===== src/hdl/adcc_params.svh =====
// Purpose: offsets, field positions, reset values and counts of the block
// Assumes: 8-bit registers on a small indexed port
// Notes: included by the top module and by the testbench
`ifndef ADCC_PARAMS_SVH
`define ADCC_PARAMS_SVH

// register offsets
`define ADCC_OFS_RES_LOW 3'h0
`define ADCC_OFS_RES_HIGH 3'h1
`define ADCC_OFS_CTRL0 3'h2
`define ADCC_OFS_CTRL1 3'h3
`define ADCC_OFS_CTRL2 3'h4
`define ADCC_OFS_PINSEL_LOW 3'h5
`define ADCC_OFS_PINSEL_HIGH 3'h6

// control register zero fields
`define ADCC_C0_START 7
`define ADCC_C0_BUSY 6
`define ADCC_C0_EN 5
`define ADCC_C0_JUST 4
// control register one fields
`define ADCC_C1_SRC_HI 7
`define ADCC_C1_SRC_LO 4
`define ADCC_C1_DIV_HI 2
// control register two fields
`define ADCC_C2_PGA_EN 7
`define ADCC_C2_PGA_IN 4
`define ADCC_C2_REF_HI 3
`define ADCC_C2_REF_LO 2
`define ADCC_C2_GAIN_HI 1

// writable masks, reserved bits read zero
`define ADCC_C0_WMASK 8'hbf
`define ADCC_C1_WMASK 8'hf7
`define ADCC_C2_WMASK 8'h9f
`define ADCC_PIN_WMASK 8'h0f

// reset values
`define ADCC_RST_REG 8'h00
`define ADCC_RST_RES 12'h000

// conversion length in converter clocks
`define ADCC_CONV_CLOCKS 16

`endif


===== src/hdl/adcc_pkg.sv =====
// Purpose: types shared by the converter control block
// Assumes: constants live in adcc_params.svh
// Notes: state codes are gray along idle, armed, convert
package adcc_pkg;

	// sequencer states
	typedef enum logic [1:0] {
		ADCC_IDLE = 2'b00,
		ADCC_ARMED = 2'b01,
		ADCC_CONV = 2'b11
	} adcc_state_e;

	// what drives the converter input
	typedef enum logic [2:0] {
		ADCC_SRC_EXT = 3'h0,
		ADCC_SRC_VDD = 3'h1,
		ADCC_SRC_VDD_HALF = 3'h2,
		ADCC_SRC_VDD_QUARTER = 3'h3,
		ADCC_SRC_VR = 3'h4,
		ADCC_SRC_VR_HALF = 3'h5,
		ADCC_SRC_VR_QUARTER = 3'h6,
		ADCC_SRC_GROUND = 3'h7
	} adcc_src_e;

	// converter reference choice
	typedef enum logic [1:0] {
		ADCC_REF_VDD = 2'h0,
		ADCC_REF_PIN = 2'h1,
		ADCC_REF_VR = 2'h2
	} adcc_ref_e;

endpackage


===== src/hdl/adcc_top.sv =====
// Purpose: control and result registers of a 12-bit SAR converter
// Assumes: analog core, input mux and amplifier sit outside this block
// Notes: core_result is settled on the digital clock when core runs
`timescale 1ns/100ps
`include "adcc_params.svh"

module adcc_top
	import adcc_pkg::*;
#(
	parameter int CHANNELS = 8,
	parameter int CONV_CLOCKS = `ADCC_CONV_CLOCKS
) (
	// clock and reset
	input wire logic clk_sys,
	input wire logic rst_b,
	// register port
	input wire logic [2:0] reg_addr,
	input wire logic [7:0] reg_wdata,
	input wire logic reg_wr,
	input wire logic reg_rd,
	output logic [7:0] reg_rdata,
	// analog core
	input wire logic [11:0] core_result,
	output logic core_power,
	output logic core_reset,
	output logic core_run,
	output logic core_tick,
	output logic core_irq_req,
	// input and reference routing
	output logic [2:0] mux_source,
	output logic mux_ext_connect,
	output logic [2:0] mux_ext_channel,
	output logic [1:0] ref_select,
	output logic pga_enable,
	output logic pga_in_bandgap,
	output logic pga_in_pin_connect,
	output logic [1:0] pga_gain,
	// shared pins
	output logic [7:0] pin_analog,
	output logic [7:0] pin_pullup_off
);

	// only the documented variants are served, refused at elaboration
	if (CHANNELS != 4 && CHANNELS != 8) begin : g_chk_channels
		$error("CHANNELS must be 4 or 8");
	end
	if (CONV_CLOCKS < 2 || CONV_CLOCKS > 255) begin : g_chk_length
		$error("CONV_CLOCKS must be 2 to 255");
	end

	logic [7:0] ctrl0_q;
	logic [7:0] ctrl1_q;
	logic [7:0] ctrl2_q;
	logic [7:0] pinsel_lo_q;
	logic [7:0] pinsel_hi_q;
	logic [11:0] result_q;
	adcc_state_e state_q;
	logic [6:0] pre_cnt_q;
	logic [7:0] conv_cnt_q;
	logic tick;
	logic done;
	logic [6:0] div_mask;
	logic start_bit;
	logic en_bit;
	logic just_bit;
	logic busy;
	logic [7:0] res_low;
	logic [7:0] res_high;
	logic [3:0] src_code;
	adcc_src_e src_d;
	logic ext_ok;

	assign start_bit = ctrl0_q[`ADCC_C0_START];
	assign en_bit = ctrl0_q[`ADCC_C0_EN];
	assign just_bit = ctrl0_q[`ADCC_C0_JUST];
	assign busy = (state_q == ADCC_CONV);
	assign src_code = ctrl1_q[`ADCC_C1_SRC_HI:`ADCC_C1_SRC_LO];

	// control registers, start bit kept as written
	always_ff @(posedge clk_sys) begin
		if (!rst_b) begin
			ctrl0_q <= `ADCC_RST_REG;
			ctrl1_q <= `ADCC_RST_REG;
			ctrl2_q <= `ADCC_RST_REG;
			pinsel_lo_q <= `ADCC_RST_REG;
			pinsel_hi_q <= `ADCC_RST_REG;
		end else if (reg_wr) begin
			case (reg_addr)
				`ADCC_OFS_CTRL0: ctrl0_q <= reg_wdata & `ADCC_C0_WMASK;
				`ADCC_OFS_CTRL1: ctrl1_q <= reg_wdata & `ADCC_C1_WMASK;
				`ADCC_OFS_CTRL2: ctrl2_q <= reg_wdata & `ADCC_C2_WMASK;
				`ADCC_OFS_PINSEL_LOW: pinsel_lo_q <= reg_wdata & `ADCC_PIN_WMASK;
				`ADCC_OFS_PINSEL_HIGH: pinsel_hi_q <= reg_wdata & `ADCC_PIN_WMASK;
				default: ;
			endcase
		end
	end

	// start sequencer: rise arms and resets, fall launches
	always_ff @(posedge clk_sys) begin
		if (!rst_b) begin
			state_q <= ADCC_IDLE;
		end else begin
			case (state_q)
				ADCC_IDLE: begin
					if (start_bit)
						state_q <= ADCC_ARMED;
				end
				ADCC_ARMED: begin
					// disabled converter never starts
					if (!start_bit)
						state_q <= en_bit ? ADCC_CONV : ADCC_IDLE;
				end
				ADCC_CONV: begin
					if (start_bit)
						state_q <= ADCC_ARMED;
					else if (!en_bit || done)
						state_q <= ADCC_IDLE;
				end
				default: state_q <= ADCC_IDLE;
			endcase
		end
	end

	// converter clock prescaler, restarted with each conversion
	assign div_mask = 7'h7f >> (3'h7 - ctrl1_q[`ADCC_C1_DIV_HI:0]);
	assign tick = busy && (pre_cnt_q == div_mask);
	always_ff @(posedge clk_sys) begin
		if (!rst_b)
			pre_cnt_q <= 7'h00;
		else if (!busy || tick)
			pre_cnt_q <= 7'h00;
		else
			pre_cnt_q <= pre_cnt_q + 7'h01;
	end

	// conversion length in converter clocks
	assign done = tick && (conv_cnt_q == 8'(CONV_CLOCKS - 1));
	always_ff @(posedge clk_sys) begin
		if (!rst_b)
			conv_cnt_q <= 8'h00;
		else if (!busy)
			conv_cnt_q <= 8'h00;
		else if (tick)
			conv_cnt_q <= conv_cnt_q + 8'h01;
	end

	// result taken as busy drops; an abort by disable keeps old data
	always_ff @(posedge clk_sys) begin
		if (!rst_b)
			result_q <= `ADCC_RST_RES;
		else if (done && en_bit && !start_bit)
			result_q <= core_result;
	end

	// formatting happens at read time so justify needs no new conversion
	always_comb begin
		if (just_bit) begin
			res_high = {4'h0, result_q[11:8]};
			res_low = result_q[7:0];
		end else begin
			res_high = result_q[11:4];
			res_low = {result_q[3:0], 4'h0};
		end
	end

	// read data stands one cycle after the strobe, zero otherwise
	always_ff @(posedge clk_sys) begin
		if (!rst_b) begin
			reg_rdata <= 8'h00;
		end else if (reg_rd) begin
			case (reg_addr)
				`ADCC_OFS_RES_LOW: reg_rdata <= res_low;
				`ADCC_OFS_RES_HIGH: reg_rdata <= res_high;
				`ADCC_OFS_CTRL0: begin
					reg_rdata <= ctrl0_q;
					reg_rdata[`ADCC_C0_BUSY] <= busy;
				end
				`ADCC_OFS_CTRL1: reg_rdata <= ctrl1_q;
				`ADCC_OFS_CTRL2: reg_rdata <= ctrl2_q;
				`ADCC_OFS_PINSEL_LOW: reg_rdata <= pinsel_lo_q;
				`ADCC_OFS_PINSEL_HIGH: reg_rdata <= pinsel_hi_q;
				default: reg_rdata <= 8'h00;
			endcase
		end else begin
			reg_rdata <= 8'h00;
		end
	end

	// core handshake outputs, registered for clean pins
	always_ff @(posedge clk_sys) begin
		if (!rst_b) begin
			core_power <= 1'b0;
			core_reset <= 1'b1;
			core_run <= 1'b0;
			core_tick <= 1'b0;
			core_irq_req <= 1'b0;
		end else begin
			core_power <= en_bit;
			core_reset <= (state_q != ADCC_CONV);
			core_run <= busy;
			core_tick <= tick;
			core_irq_req <= done && en_bit && !start_bit;
		end
	end

	// input source decode; internal codes always override the pin
	always_comb begin
		case (src_code)
			4'h1: src_d = ADCC_SRC_VDD;
			4'h2: src_d = ADCC_SRC_VDD_HALF;
			4'h3: src_d = ADCC_SRC_VDD_QUARTER;
			4'h5: src_d = ADCC_SRC_VR;
			4'h6: src_d = ADCC_SRC_VR_HALF;
			4'h7: src_d = ADCC_SRC_VR_QUARTER;
			4'h8, 4'h9, 4'ha, 4'hb: src_d = ADCC_SRC_GROUND;
			default: src_d = ADCC_SRC_EXT;
		endcase
	end

	// codes past the last pin leave the input floating
	assign ext_ok = (32'(ctrl0_q[3:0]) < CHANNELS);

	// routing outputs
	always_ff @(posedge clk_sys) begin
		if (!rst_b) begin
			mux_source <= 3'h0;
			mux_ext_connect <= 1'b0;
			mux_ext_channel <= 3'h0;
			ref_select <= 2'h0;
			pga_enable <= 1'b0;
			pga_in_bandgap <= 1'b0;
			pga_in_pin_connect <= 1'b0;
			pga_gain <= 2'h0;
		end else begin
			mux_source <= src_d;
			mux_ext_connect <= (src_d == ADCC_SRC_EXT) && ext_ok;
			mux_ext_channel <= ctrl0_q[2:0];
			// pin reference only on the one code that names it alone
			if (ctrl2_q[`ADCC_C2_REF_HI])
				ref_select <= ADCC_REF_VR;
			else if (ctrl2_q[`ADCC_C2_REF_LO])
				ref_select <= ADCC_REF_PIN;
			else
				ref_select <= ADCC_REF_VDD;
			pga_enable <= ctrl2_q[`ADCC_C2_PGA_EN];
			pga_in_bandgap <= ctrl2_q[`ADCC_C2_PGA_IN];
			pga_in_pin_connect <= !ctrl2_q[`ADCC_C2_PGA_IN];
			pga_gain <= ctrl2_q[`ADCC_C2_GAIN_HI:0];
		end
	end

	// shared pins; pins beyond the variant never go analog
	always_ff @(posedge clk_sys) begin
		if (!rst_b) begin
			pin_analog <= 8'h00;
			pin_pullup_off <= 8'h00;
		end else begin
			pin_analog <= {pinsel_hi_q[3:0], pinsel_lo_q[3:0]} &
				((CHANNELS == 8) ? 8'hff : 8'h0f);
			pin_pullup_off <= {pinsel_hi_q[3:0], pinsel_lo_q[3:0]} &
				((CHANNELS == 8) ? 8'hff : 8'h0f);
		end
	end

	// helper: last read was low byte with justify clear
	logic rd_low_j0_q;
	always_ff @(posedge clk_sys) begin
		if (!rst_b)
			rd_low_j0_q <= 1'b0;
		else
			rd_low_j0_q <= reg_rd && !just_bit &&
				(reg_addr == `ADCC_OFS_RES_LOW);
	end

	property p_launch;
		@(posedge clk_sys) disable iff (!rst_b)
		(state_q == ADCC_ARMED && !start_bit && en_bit) |=> busy;
	endproperty
	a_launch: assert property (p_launch) else $error("no launch");

	property p_rise_clears;
		@(posedge clk_sys) disable iff (!rst_b)
		$rose(start_bit) |-> ##1 (!busy && state_q == ADCC_ARMED);
	endproperty
	a_rise_clears: assert property (p_rise_clears) else $error("busy kept");

	property p_off_idle;
		@(posedge clk_sys) disable iff (!rst_b)
		(!en_bit && !start_bit) |=> !busy;
	endproperty
	a_off_idle: assert property (p_off_idle) else $error("busy while off");

	property p_hold;
		@(posedge clk_sys) disable iff (!rst_b)
		!en_bit |=> $stable(result_q);
	endproperty
	a_hold: assert property (p_hold) else $error("result moved");

	property p_done;
		@(posedge clk_sys) disable iff (!rst_b)
		core_irq_req |-> (!busy && $past(busy) &&
			result_q == $past(core_result));
	endproperty
	a_done: assert property (p_done) else $error("bad completion");

	property p_low_zero;
		@(posedge clk_sys) disable iff (!rst_b)
		rd_low_j0_q |-> (reg_rdata[3:0] == 4'h0);
	endproperty
	a_low_zero: assert property (p_low_zero) else $error("nibble set");

	property p_internal_wins;
		@(posedge clk_sys) disable iff (!rst_b)
		(src_d != ADCC_SRC_EXT) |=> !mux_ext_connect;
	endproperty
	a_internal_wins: assert property (p_internal_wins) else $error("pin on");

	property p_ground;
		@(posedge clk_sys) disable iff (!rst_b)
		(src_code[3:2] == 2'b10) |=> (mux_source == ADCC_SRC_GROUND);
	endproperty
	a_ground: assert property (p_ground) else $error("not grounded");

	property p_div1;
		@(posedge clk_sys) disable iff (!rst_b)
		(busy && ctrl1_q[2:0] == 3'h1 && tick) |=> !tick;
	endproperty
	a_div1: assert property (p_div1) else $error("divide by 2 broken");

	property p_busy_read;
		@(posedge clk_sys) disable iff (!rst_b)
		(reg_rd && reg_addr == `ADCC_OFS_CTRL0) |=>
			(reg_rdata[`ADCC_C0_BUSY] == $past(busy));
	endproperty
	a_busy_read: assert property (p_busy_read) else $error("busy bit");

endmodule


===== config.mk =====
export PLATFORM = sky130hd
export DESIGN_NAME = adcc_top
export DESIGN_NICKNAME = d
export VERILOG_FILES = /design/src/hdl/adcc_pkg.sv /design/src/hdl/adcc_top.sv
export VERILOG_INCLUDE_DIRS = /design/src /design/src/hdl
export SDC_FILE = /design/constraint.sdc
export NUM_CORES = 1
export LEC_CHECK = 0
export BUFFER_PORTS_ARGS = -buffer_cell sky130_fd_sc_hd__buf_2
export CAP_MARGIN = 30
export CORE_UTILIZATION = 54
export CTS_BUF_LIST = sky130_fd_sc_hd__clkbuf_8
export DETAILED_ROUTE_END_ITERATION = 7
export PLACE_DENSITY = 0.77
export REMOVE_ABC_BUFFERS = 1
export SLEW_MARGIN = 20
export SYNTH_ARGS = -nofsm -noshare
export SYNTH_HDL_FRONTEND = slang
export SYNTH_SLANG_ARGS = --single-unit

===== constraint.sdc =====
create_clock -name clk_sys -period 3.9 [get_ports clk_sys]
set_clock_uncertainty 0.05 [all_clocks]
set_input_delay 0.195 -clock clk_sys [delete_from_list [all_inputs] [get_ports clk_sys]]
set_output_delay 0.195 -clock clk_sys [all_outputs]
set_load 0.02 [all_outputs]

* Word-level counts from Yosys, hierarchy flattened
Memories as Yosys holds them, arrays and structs flattened. A register that Yosys moved wholly into a read port is not among the register bits. Index checks and enable logic that the tools add are counted.
Operators by class: shift-type cells 1, reductions and logical operators 24, bitwise logic cells 1, add/subtract/negate cells 3, multiplexer cells 13, divide/modulo/power cells 0, equal/unequal tests 14, $mul 0, magnitude comparators 1
Operators by type and width (number):
- $pmux W8 S7 | 1
- $mux W8 | 2
- $reduce_and A2 Y1 | 7
- $mux W2 | 6
- $eq A3 B3 Y1 const B | 3
- $add A8 B1 Y8 const B | 1
- $eq A8 B4 Y1 const B | 1
- $mux W4 | 2
- $add A7 B1 Y7 const B | 1
- $eq A7 B7 Y1 | 1
- $shr A7 B3 Y7 const A | 1
- $eq A3 B2 Y1 const B | 2
- $logic_not A3 Y1 | 2
- $ne A2 B2 Y1 const B | 3
- $pmux W2 S3 | 1
- $logic_and A1 B1 Y1 | 5
- $logic_not A1 Y1 | 4
- $lt A4 B4 Y1 const B | 1
- $reduce_or A2 Y1 | 2
- $eq A3 B1 Y1 const B | 1
- $ne A3 B2 Y1 const B | 1
- $reduce_and A3 Y1 | 1
- $sub A3 B3 Y3 const A | 1
- $eq A2 B1 Y1 const B | 1
- other kinds (5) | 6
Word-level totals: latch bits 0, output and inout port bits 43, memories 1, RAM bits 0, bits in registers 92, memory bits (read-only) 48, word-level logic and storage cells 83, bits of input ports 27
Memories:
- (name not given) | words 16, width 3, read ports 1, clocked after memory_dff 1, write ports 0, RTL line adcc_top.sv:209 | case (src_code)

* Longest topological paths before layout
depth after elaboration 9, depth in mapped cells 9, depth with buffers taken out 6

* Least setup slack after synthesis
OpenSTA, ideal clock, no wires.
path kind register -> register, start reg ctrl1_q[1], end reg result_q[10], cell stages (with the launch flop) 9, required time 3.730 ns, setup time 0.120 ns, setup slack 1.876 ns, arrival 1.854 ns, path buffers 3, clock period less this slack 2.024 ns, path through dfxtp_1 buf_6 and2_4 or2_0 a221o_1 or3_1 buf_2 buf_6 mux2i_1
Between the ends: cells in the longest elaborated chain, start to end 7
RTL lines:
- start: declaration | RTL line adcc_top.sv:52 | logic [7:0] ctrl1_q;
- start signal: assignment | RTL line adcc_top.sv:83 | ctrl1_q <= `ADCC_RST_REG;
- start signal: assignment | RTL line adcc_top.sv:90 | `ADCC_OFS_CTRL1: ctrl1_q <= reg_wdata & `ADCC_C1_WMASK;
- $sub A3 B3 Y3 | RTL line adcc_top.sv:126 | assign div_mask = 7'h7f >> (3'h7 - ctrl1_q[`ADCC_C1_DIV_HI:0]);
- $shr A7 B3 Y7 | RTL line adcc_top.sv:126
- $eq A7 B7 Y1 | RTL line adcc_top.sv:127 | assign tick = busy && (pre_cnt_q == div_mask);
- $logic_and A1 B1 Y1 | RTL line adcc_top.sv:127
- $logic_and A1 B1 Y1 | RTL line adcc_top.sv:138 | assign done = tick && (conv_cnt_q == 8'(CONV_CLOCKS - 1));
- $logic_and A1 B1 Y1 (2 in series) | RTL line adcc_top.sv:152 | else if (done && en_bit && !start_bit)
- end signal: assignment | RTL line adcc_top.sv:151 | result_q <= `ADCC_RST_RES;
- end signal: assignment | RTL line adcc_top.sv:153 | result_q <= core_result;
- end: declaration | RTL line adcc_top.sv:56 | logic [11:0] result_q;
Every way passes these cells. A chain may end at the register's enable or synchronous reset.

* Worst setup path in the final report
start reg ctrl1_q[2], end reg result_q[1]
Same word-level chain as after synthesis.

==> impl.org <==
** Worst setup path
- Crit path capture type :: flip-flop
- On the critical path the largest part of the delay comes from simple AND/OR/NAND/NOR gates.
- Stages on worst setup path :: 5
- Tracing the worst setup path back leads to its startpoint at ctrl1_q[2].
- The number of buffers and inverters on the critical path is 0.
- The worst setup path is launched from a flip-flop.
- Reg-to-reg critical path startpoint :: ctrl1_q[2]
- Critical path data arrival time :: 2.69 ns
- Critical path class :: flip-flop to flip-flop
- Crit-path cells :: and2_4 > or2_0 > a221o_1 > or3_1 > mux2i_1
- STA puts the critical path data required time at 4.07 ns.
- CP peak stage delay :: 0.75 ns
- Of all nets on the critical path, the largest fanout is 19.
- The worst register-to-register path has a depth of 5.
- Reg-to-reg setup timing slack :: 1.38 ns
- The endpoint identified for the worst register-to-register timing path is result_q[1].
- CP Capture Point :: result_q[1]
- The slowest stage of the critical path is the sky130_fd_sc_hd__or3_1 cell.

** Final layout
- Fill cell count :: 633
- After the last flow step, the layout net total stands at 508.
- Cells with a size suffix above 1 make up 19.6% of the layout.
- Cells fill 62.5% of the core in the end.
- The repair_antennas step left the layout with diodes totalling 0.
- Excluding fillers, the count of instances in the completed layout stands at 583.
- Synth-to-layout area growth :: 11.8%

** Yosys
- After synthesis, the largest area contributor takes up 46.9% of total cell area.
- For this run, the register share of the synthesized area comes to 46.9%.
- Synthesis produced a netlist whose cell count is 435.
- Among all flip-flop cells after synthesis, the most frequent one is sky130_fd_sc_hd__dfxtp_1.
- After synthesis, the netlist uses 54 different library cells.
- Post-synth top area cell :: sky130_fd_sc_hd__dfxtp_1
- Sorting the synthesized cells by area gives the leading types as sky130_fd_sc_hd__dfxtp_1 (47%), sky130_fd_sc_hd__mux2i_1 (9.9%), sky130_fd_sc_hd__nand2_1 (4.8%).
- Yosys warnings :: 0
- Post-synthesis cell area :: 4060 um2
- Counting flops with a built-in enable in the synthesized netlist gives 0.
- In the synthesized netlist the async set-or-reset flop fraction comes to 0%.
- After synthesis the netlist holds a flip-flop and latch count of 95.
- Average cell area after synthesis :: 9.33 um2

** STA
- Across all hold checks on the routed design, the worst slack comes to 0.0204 ns.
- The worst pin sits at a relative slew slack of 52.4%.
- At the pin with the least slew margin, the transition time is 0.714 ns.
- Setup violations, final :: 0
- Setup repair after global routing missed its margin :: false
- Slew Limit Fails :: 0
- For the finished layout, the period the worst path requires is 2.52 ns.
- Dividing the final minimum period by the clock period gives 64.7%.
- For the final routed database, the setup TNS stands at 0 ns.
- Hold Fails Final Rpt :: 0
- Static timing analysis puts the maximum clock frequency at 397 MHz.

** Power and ir drop
- In this run the static leakage power is 0.00193 uW.
- In this run the power density over the cells is 387 nW/um2.
- Cell internal power was estimated by the tool at 1340 uW.
- Flop pwr share :: 56.5%
- The worst-case IR drop observed on VDD is 0.174 mV.
- The share of total power dissipated in combinational logic is 6.5%.
- Switching fraction of total power :: 23.8%
- Share of power burned in the clock network :: 37.1%
- PnR Total Power :: 1750 uW
- Switching power summed over all nets :: 419 uW

** Global route
- Gr ovfl total :: 0
- The first global-routing pass estimated 13.7 mm of wire.
- Global routing used 22.7% of the available tracks.
- Maximum number of pins on one net before global-route repair :: 45
- The initial antenna violation count is 0.
- The number of global-route vias before repair was 2,846.

** Route
- Post-detailed-route DRC marker count :: 0
- DRT antenna net count :: 0
- Count of routing violations after the opening detailed-route iteration :: 229
- In the final routed layout, each cell accounts on average for 14.7 um.
- DRT Wirelength :: 8.58 mm
- Vias per inst :: 5.42
- Via count :: 3,161
- First-pass DRT Iterations :: 4

** CTS
- Max H-tree Level :: 3
- Buffers inserted during clock tree synthesis total 9.
- Source-to-sink clock delay at the later pin of the worst-skew pair :: 0.36 ns
- In this run the post-CTS setup repair buffer count came out at 0.
- TritonCTS built the clock tree.
- The clock net in this run drives a total of 95 sinks.
- The tree is rooted in a sky130_fd_sc_hd__clkbuf_8.
- Cts repair resizes :: 0
- After clock tree synthesis, the clock-pin slew on the worst setup and hold paths is 0.09 ns.
- The clock passes through at most 2 buffers.
- For this design, the CTS-stage hold fixing added 0 buffers.

** Floorplan
- Once the floorplan was initialized, standard cells occupied 55.9% of the core.
- From left edge to right edge, the die measures 88.7 um.
- Die boundary height :: 88.7 um
- Core Region :: 7250 um2
- I/O pin count :: 70
- The floorplan step defined a die boundary enclosing 7870 um2.
- The floorplan has 31 rows.

** Place
- Once detailed placement completed, the half-perimeter wirelength came to 5.80 mm.
- Port buffering added 69 buffers.
- Cell total after placement :: 567
- Final Wtd Congestion :: 0.821

** Min path
- Class of the worst hold path :: primary input to flip-flop

** Job
- Number of violations of the max-capacitance limit :: 0

** Run status
- The flow ran to the end, and the final reports show no timing, DRC or antenna violations.
==> cell usage after synthesis (4+ instances only) <==
| cell | count |
|---|---|
| sky130_fd_sc_hd__inv_1 | 7 |
| sky130_fd_sc_hd__clkbuf_1 | 22 |
| sky130_fd_sc_hd__and3_1 | 6 |
| sky130_fd_sc_hd__a21oi_1 | 17 |
| sky130_fd_sc_hd__dfxtp_1 | 95 |
| sky130_fd_sc_hd__or4_1 | 6 |
| sky130_fd_sc_hd__and2_1 | 21 |
| sky130_fd_sc_hd__mux2_2 | 6 |
| sky130_fd_sc_hd__o31ai_1 | 6 |
| sky130_fd_sc_hd__a21boi_0 | 6 |
| sky130_fd_sc_hd__mux2i_1 | 40 |
| sky130_fd_sc_hd__nor2_1 | 14 |
| sky130_fd_sc_hd__nor3_1 | 11 |
| sky130_fd_sc_hd__buf_4 | 9 |
| sky130_fd_sc_hd__nand2_1 | 52 |
| sky130_fd_sc_hd__xnor2_1 | 4 |
| sky130_fd_sc_hd__nor2b_1 | 27 |
| sky130_fd_sc_hd__nand3_1 | 12 |
| sky130_fd_sc_hd__o21ai_0 | 11 |
==> worst min-delay path, delay by kind of cell <==
family	cells	cell delay [ns]
mux	1	0.06
simple gates	1	0.04
buf+inv	1	0.09
==> metrics by stage <==
stage               instance area [um2]  worst slack (ns)
floorplan                          3860              1.70
global placement                   4340              1.50
detailed placement                 4340              1.39
CTS                                4540              1.38
global route                       4540              1.23
finish                             4540              1.38
==> flip-flops by register name, summed over array words and instances, names as in the netlist, 3 cells and up <==
signal / count
pre_cnt_q: 7
src_d: 3
mux_ext_channel: 3
ctrl2_q: 6
mux_source: 3
ctrl0_q: 7
conv_cnt_q: 8
ctrl1_q: 7
result_q: 12
pinsel_lo_q: 4
pin_pullup_off: 8
reg_rdata: 8
pinsel_hi_q: 4
==> area by class of cell <==
cell class                      count  area [um2]  share of cell area [%]
Multi-Input combinational cell    296        1930                    42.6
Sequential cell                    95        1900                    41.9
Timing Repair Buffer               70         353                    7.78
Clock buffer                       10         138                    3.03
Tap cell                           99         124                    2.73
Clock inverter                      6        61.3                    1.35
Inverter                            7        26.3                   0.579
==> cell usage in the layout, fill, tap and decap left out, types with 3 or more instances in the layout <==
master / synthesis / routed
sky130_fd_sc_hd__mux2i_1: 40 / 40
sky130_fd_sc_hd__o211ai_1: 3 / 3
sky130_fd_sc_hd__a32oi_1: 3 / 3
sky130_fd_sc_hd__nor2_1: 14 / 14
sky130_fd_sc_hd__o21ai_0: 11 / 11
sky130_fd_sc_hd__or4_1: 6 / 6
sky130_fd_sc_hd__dfxtp_1: 95 / 95
sky130_fd_sc_hd__a2111oi_0: 3 / 3
sky130_fd_sc_hd__nand4_1: 3 / 3
sky130_fd_sc_hd__a21boi_0: 6 / 6
sky130_fd_sc_hd__nor3_1: 11 / 11
sky130_fd_sc_hd__mux2_2: 6 / 6
sky130_fd_sc_hd__clkbuf_8: 0 / 10
sky130_fd_sc_hd__nand3_1: 12 / 12
sky130_fd_sc_hd__buf_2: 1 / 69
sky130_fd_sc_hd__nand2_1: 52 / 52
sky130_fd_sc_hd__inv_1: 7 / 8
sky130_fd_sc_hd__o31ai_1: 6 / 6
sky130_fd_sc_hd__and3_1: 6 / 6
sky130_fd_sc_hd__xnor2_1: 4 / 4
sky130_fd_sc_hd__and2_1: 21 / 21
sky130_fd_sc_hd__nor4_1: 3 / 3
sky130_fd_sc_hd__o22ai_1: 3 / 3
sky130_fd_sc_hd__nor2b_1: 27 / 27
sky130_fd_sc_hd__a21oi_1: 17 / 17
sky130_fd_sc_hd__nand3b_1: 3 / 3
==> power groups by stage <==
stage | Clock [uW] | Sequential (uW) | Combinational (uW)
6_report | 651 | 991 | 113
5_1_grt | 698 | 993 | 125
3_5_place_dp | 0 | 1010 | 112
4_1_cts | 652 | 991 | 113
2_1_floorplan | 0 | 1020 | 48.1
3_3_place_gp | 0 | 1010 | 109
==> how the worst min path moves through the flow <==
stage                              start         endpoint  slack (ns)  cells past startpoint
after floorplan              reg_addr[2]     reg_rdata[6]        0.22                      1
after global placement          src_d[2]  mux_ext_connect        0.34                      1
after detailed placement        src_d[0]  mux_ext_connect        0.35                      1
after CTS                 core_result[0]      result_q[0]        0.02                      3
after global routing      core_result[0]      result_q[0]        0.02                      3
final                     core_result[2]      result_q[2]        0.02                      3
==> kinds of logic after synthesis <==
family                   after synthesis  share of synthesized area, %
buffers and inverters                 44                          5.49
adder cells (fa/ha/maj)                2                         0.617
AND/OR/NAND/NOR                      178                          23.7
flip-flops                            95                          46.9
AO/OA/AOI/OAI                         64                          10.5
multiplexers                          46                          11.5
XOR/XNOR                               6                          1.30
==> per-layer routing <==
metal	global-route usage (%)	vias up	share of wire (%)
met5	0	-	0
met4	8.36	0	1.5
met3	4.01	14	4.7
met2	36.2	75	46
met1	30.9	1483	48
li1	-	1589	-
No activity file was read; power rests on OpenSTA's default activity.
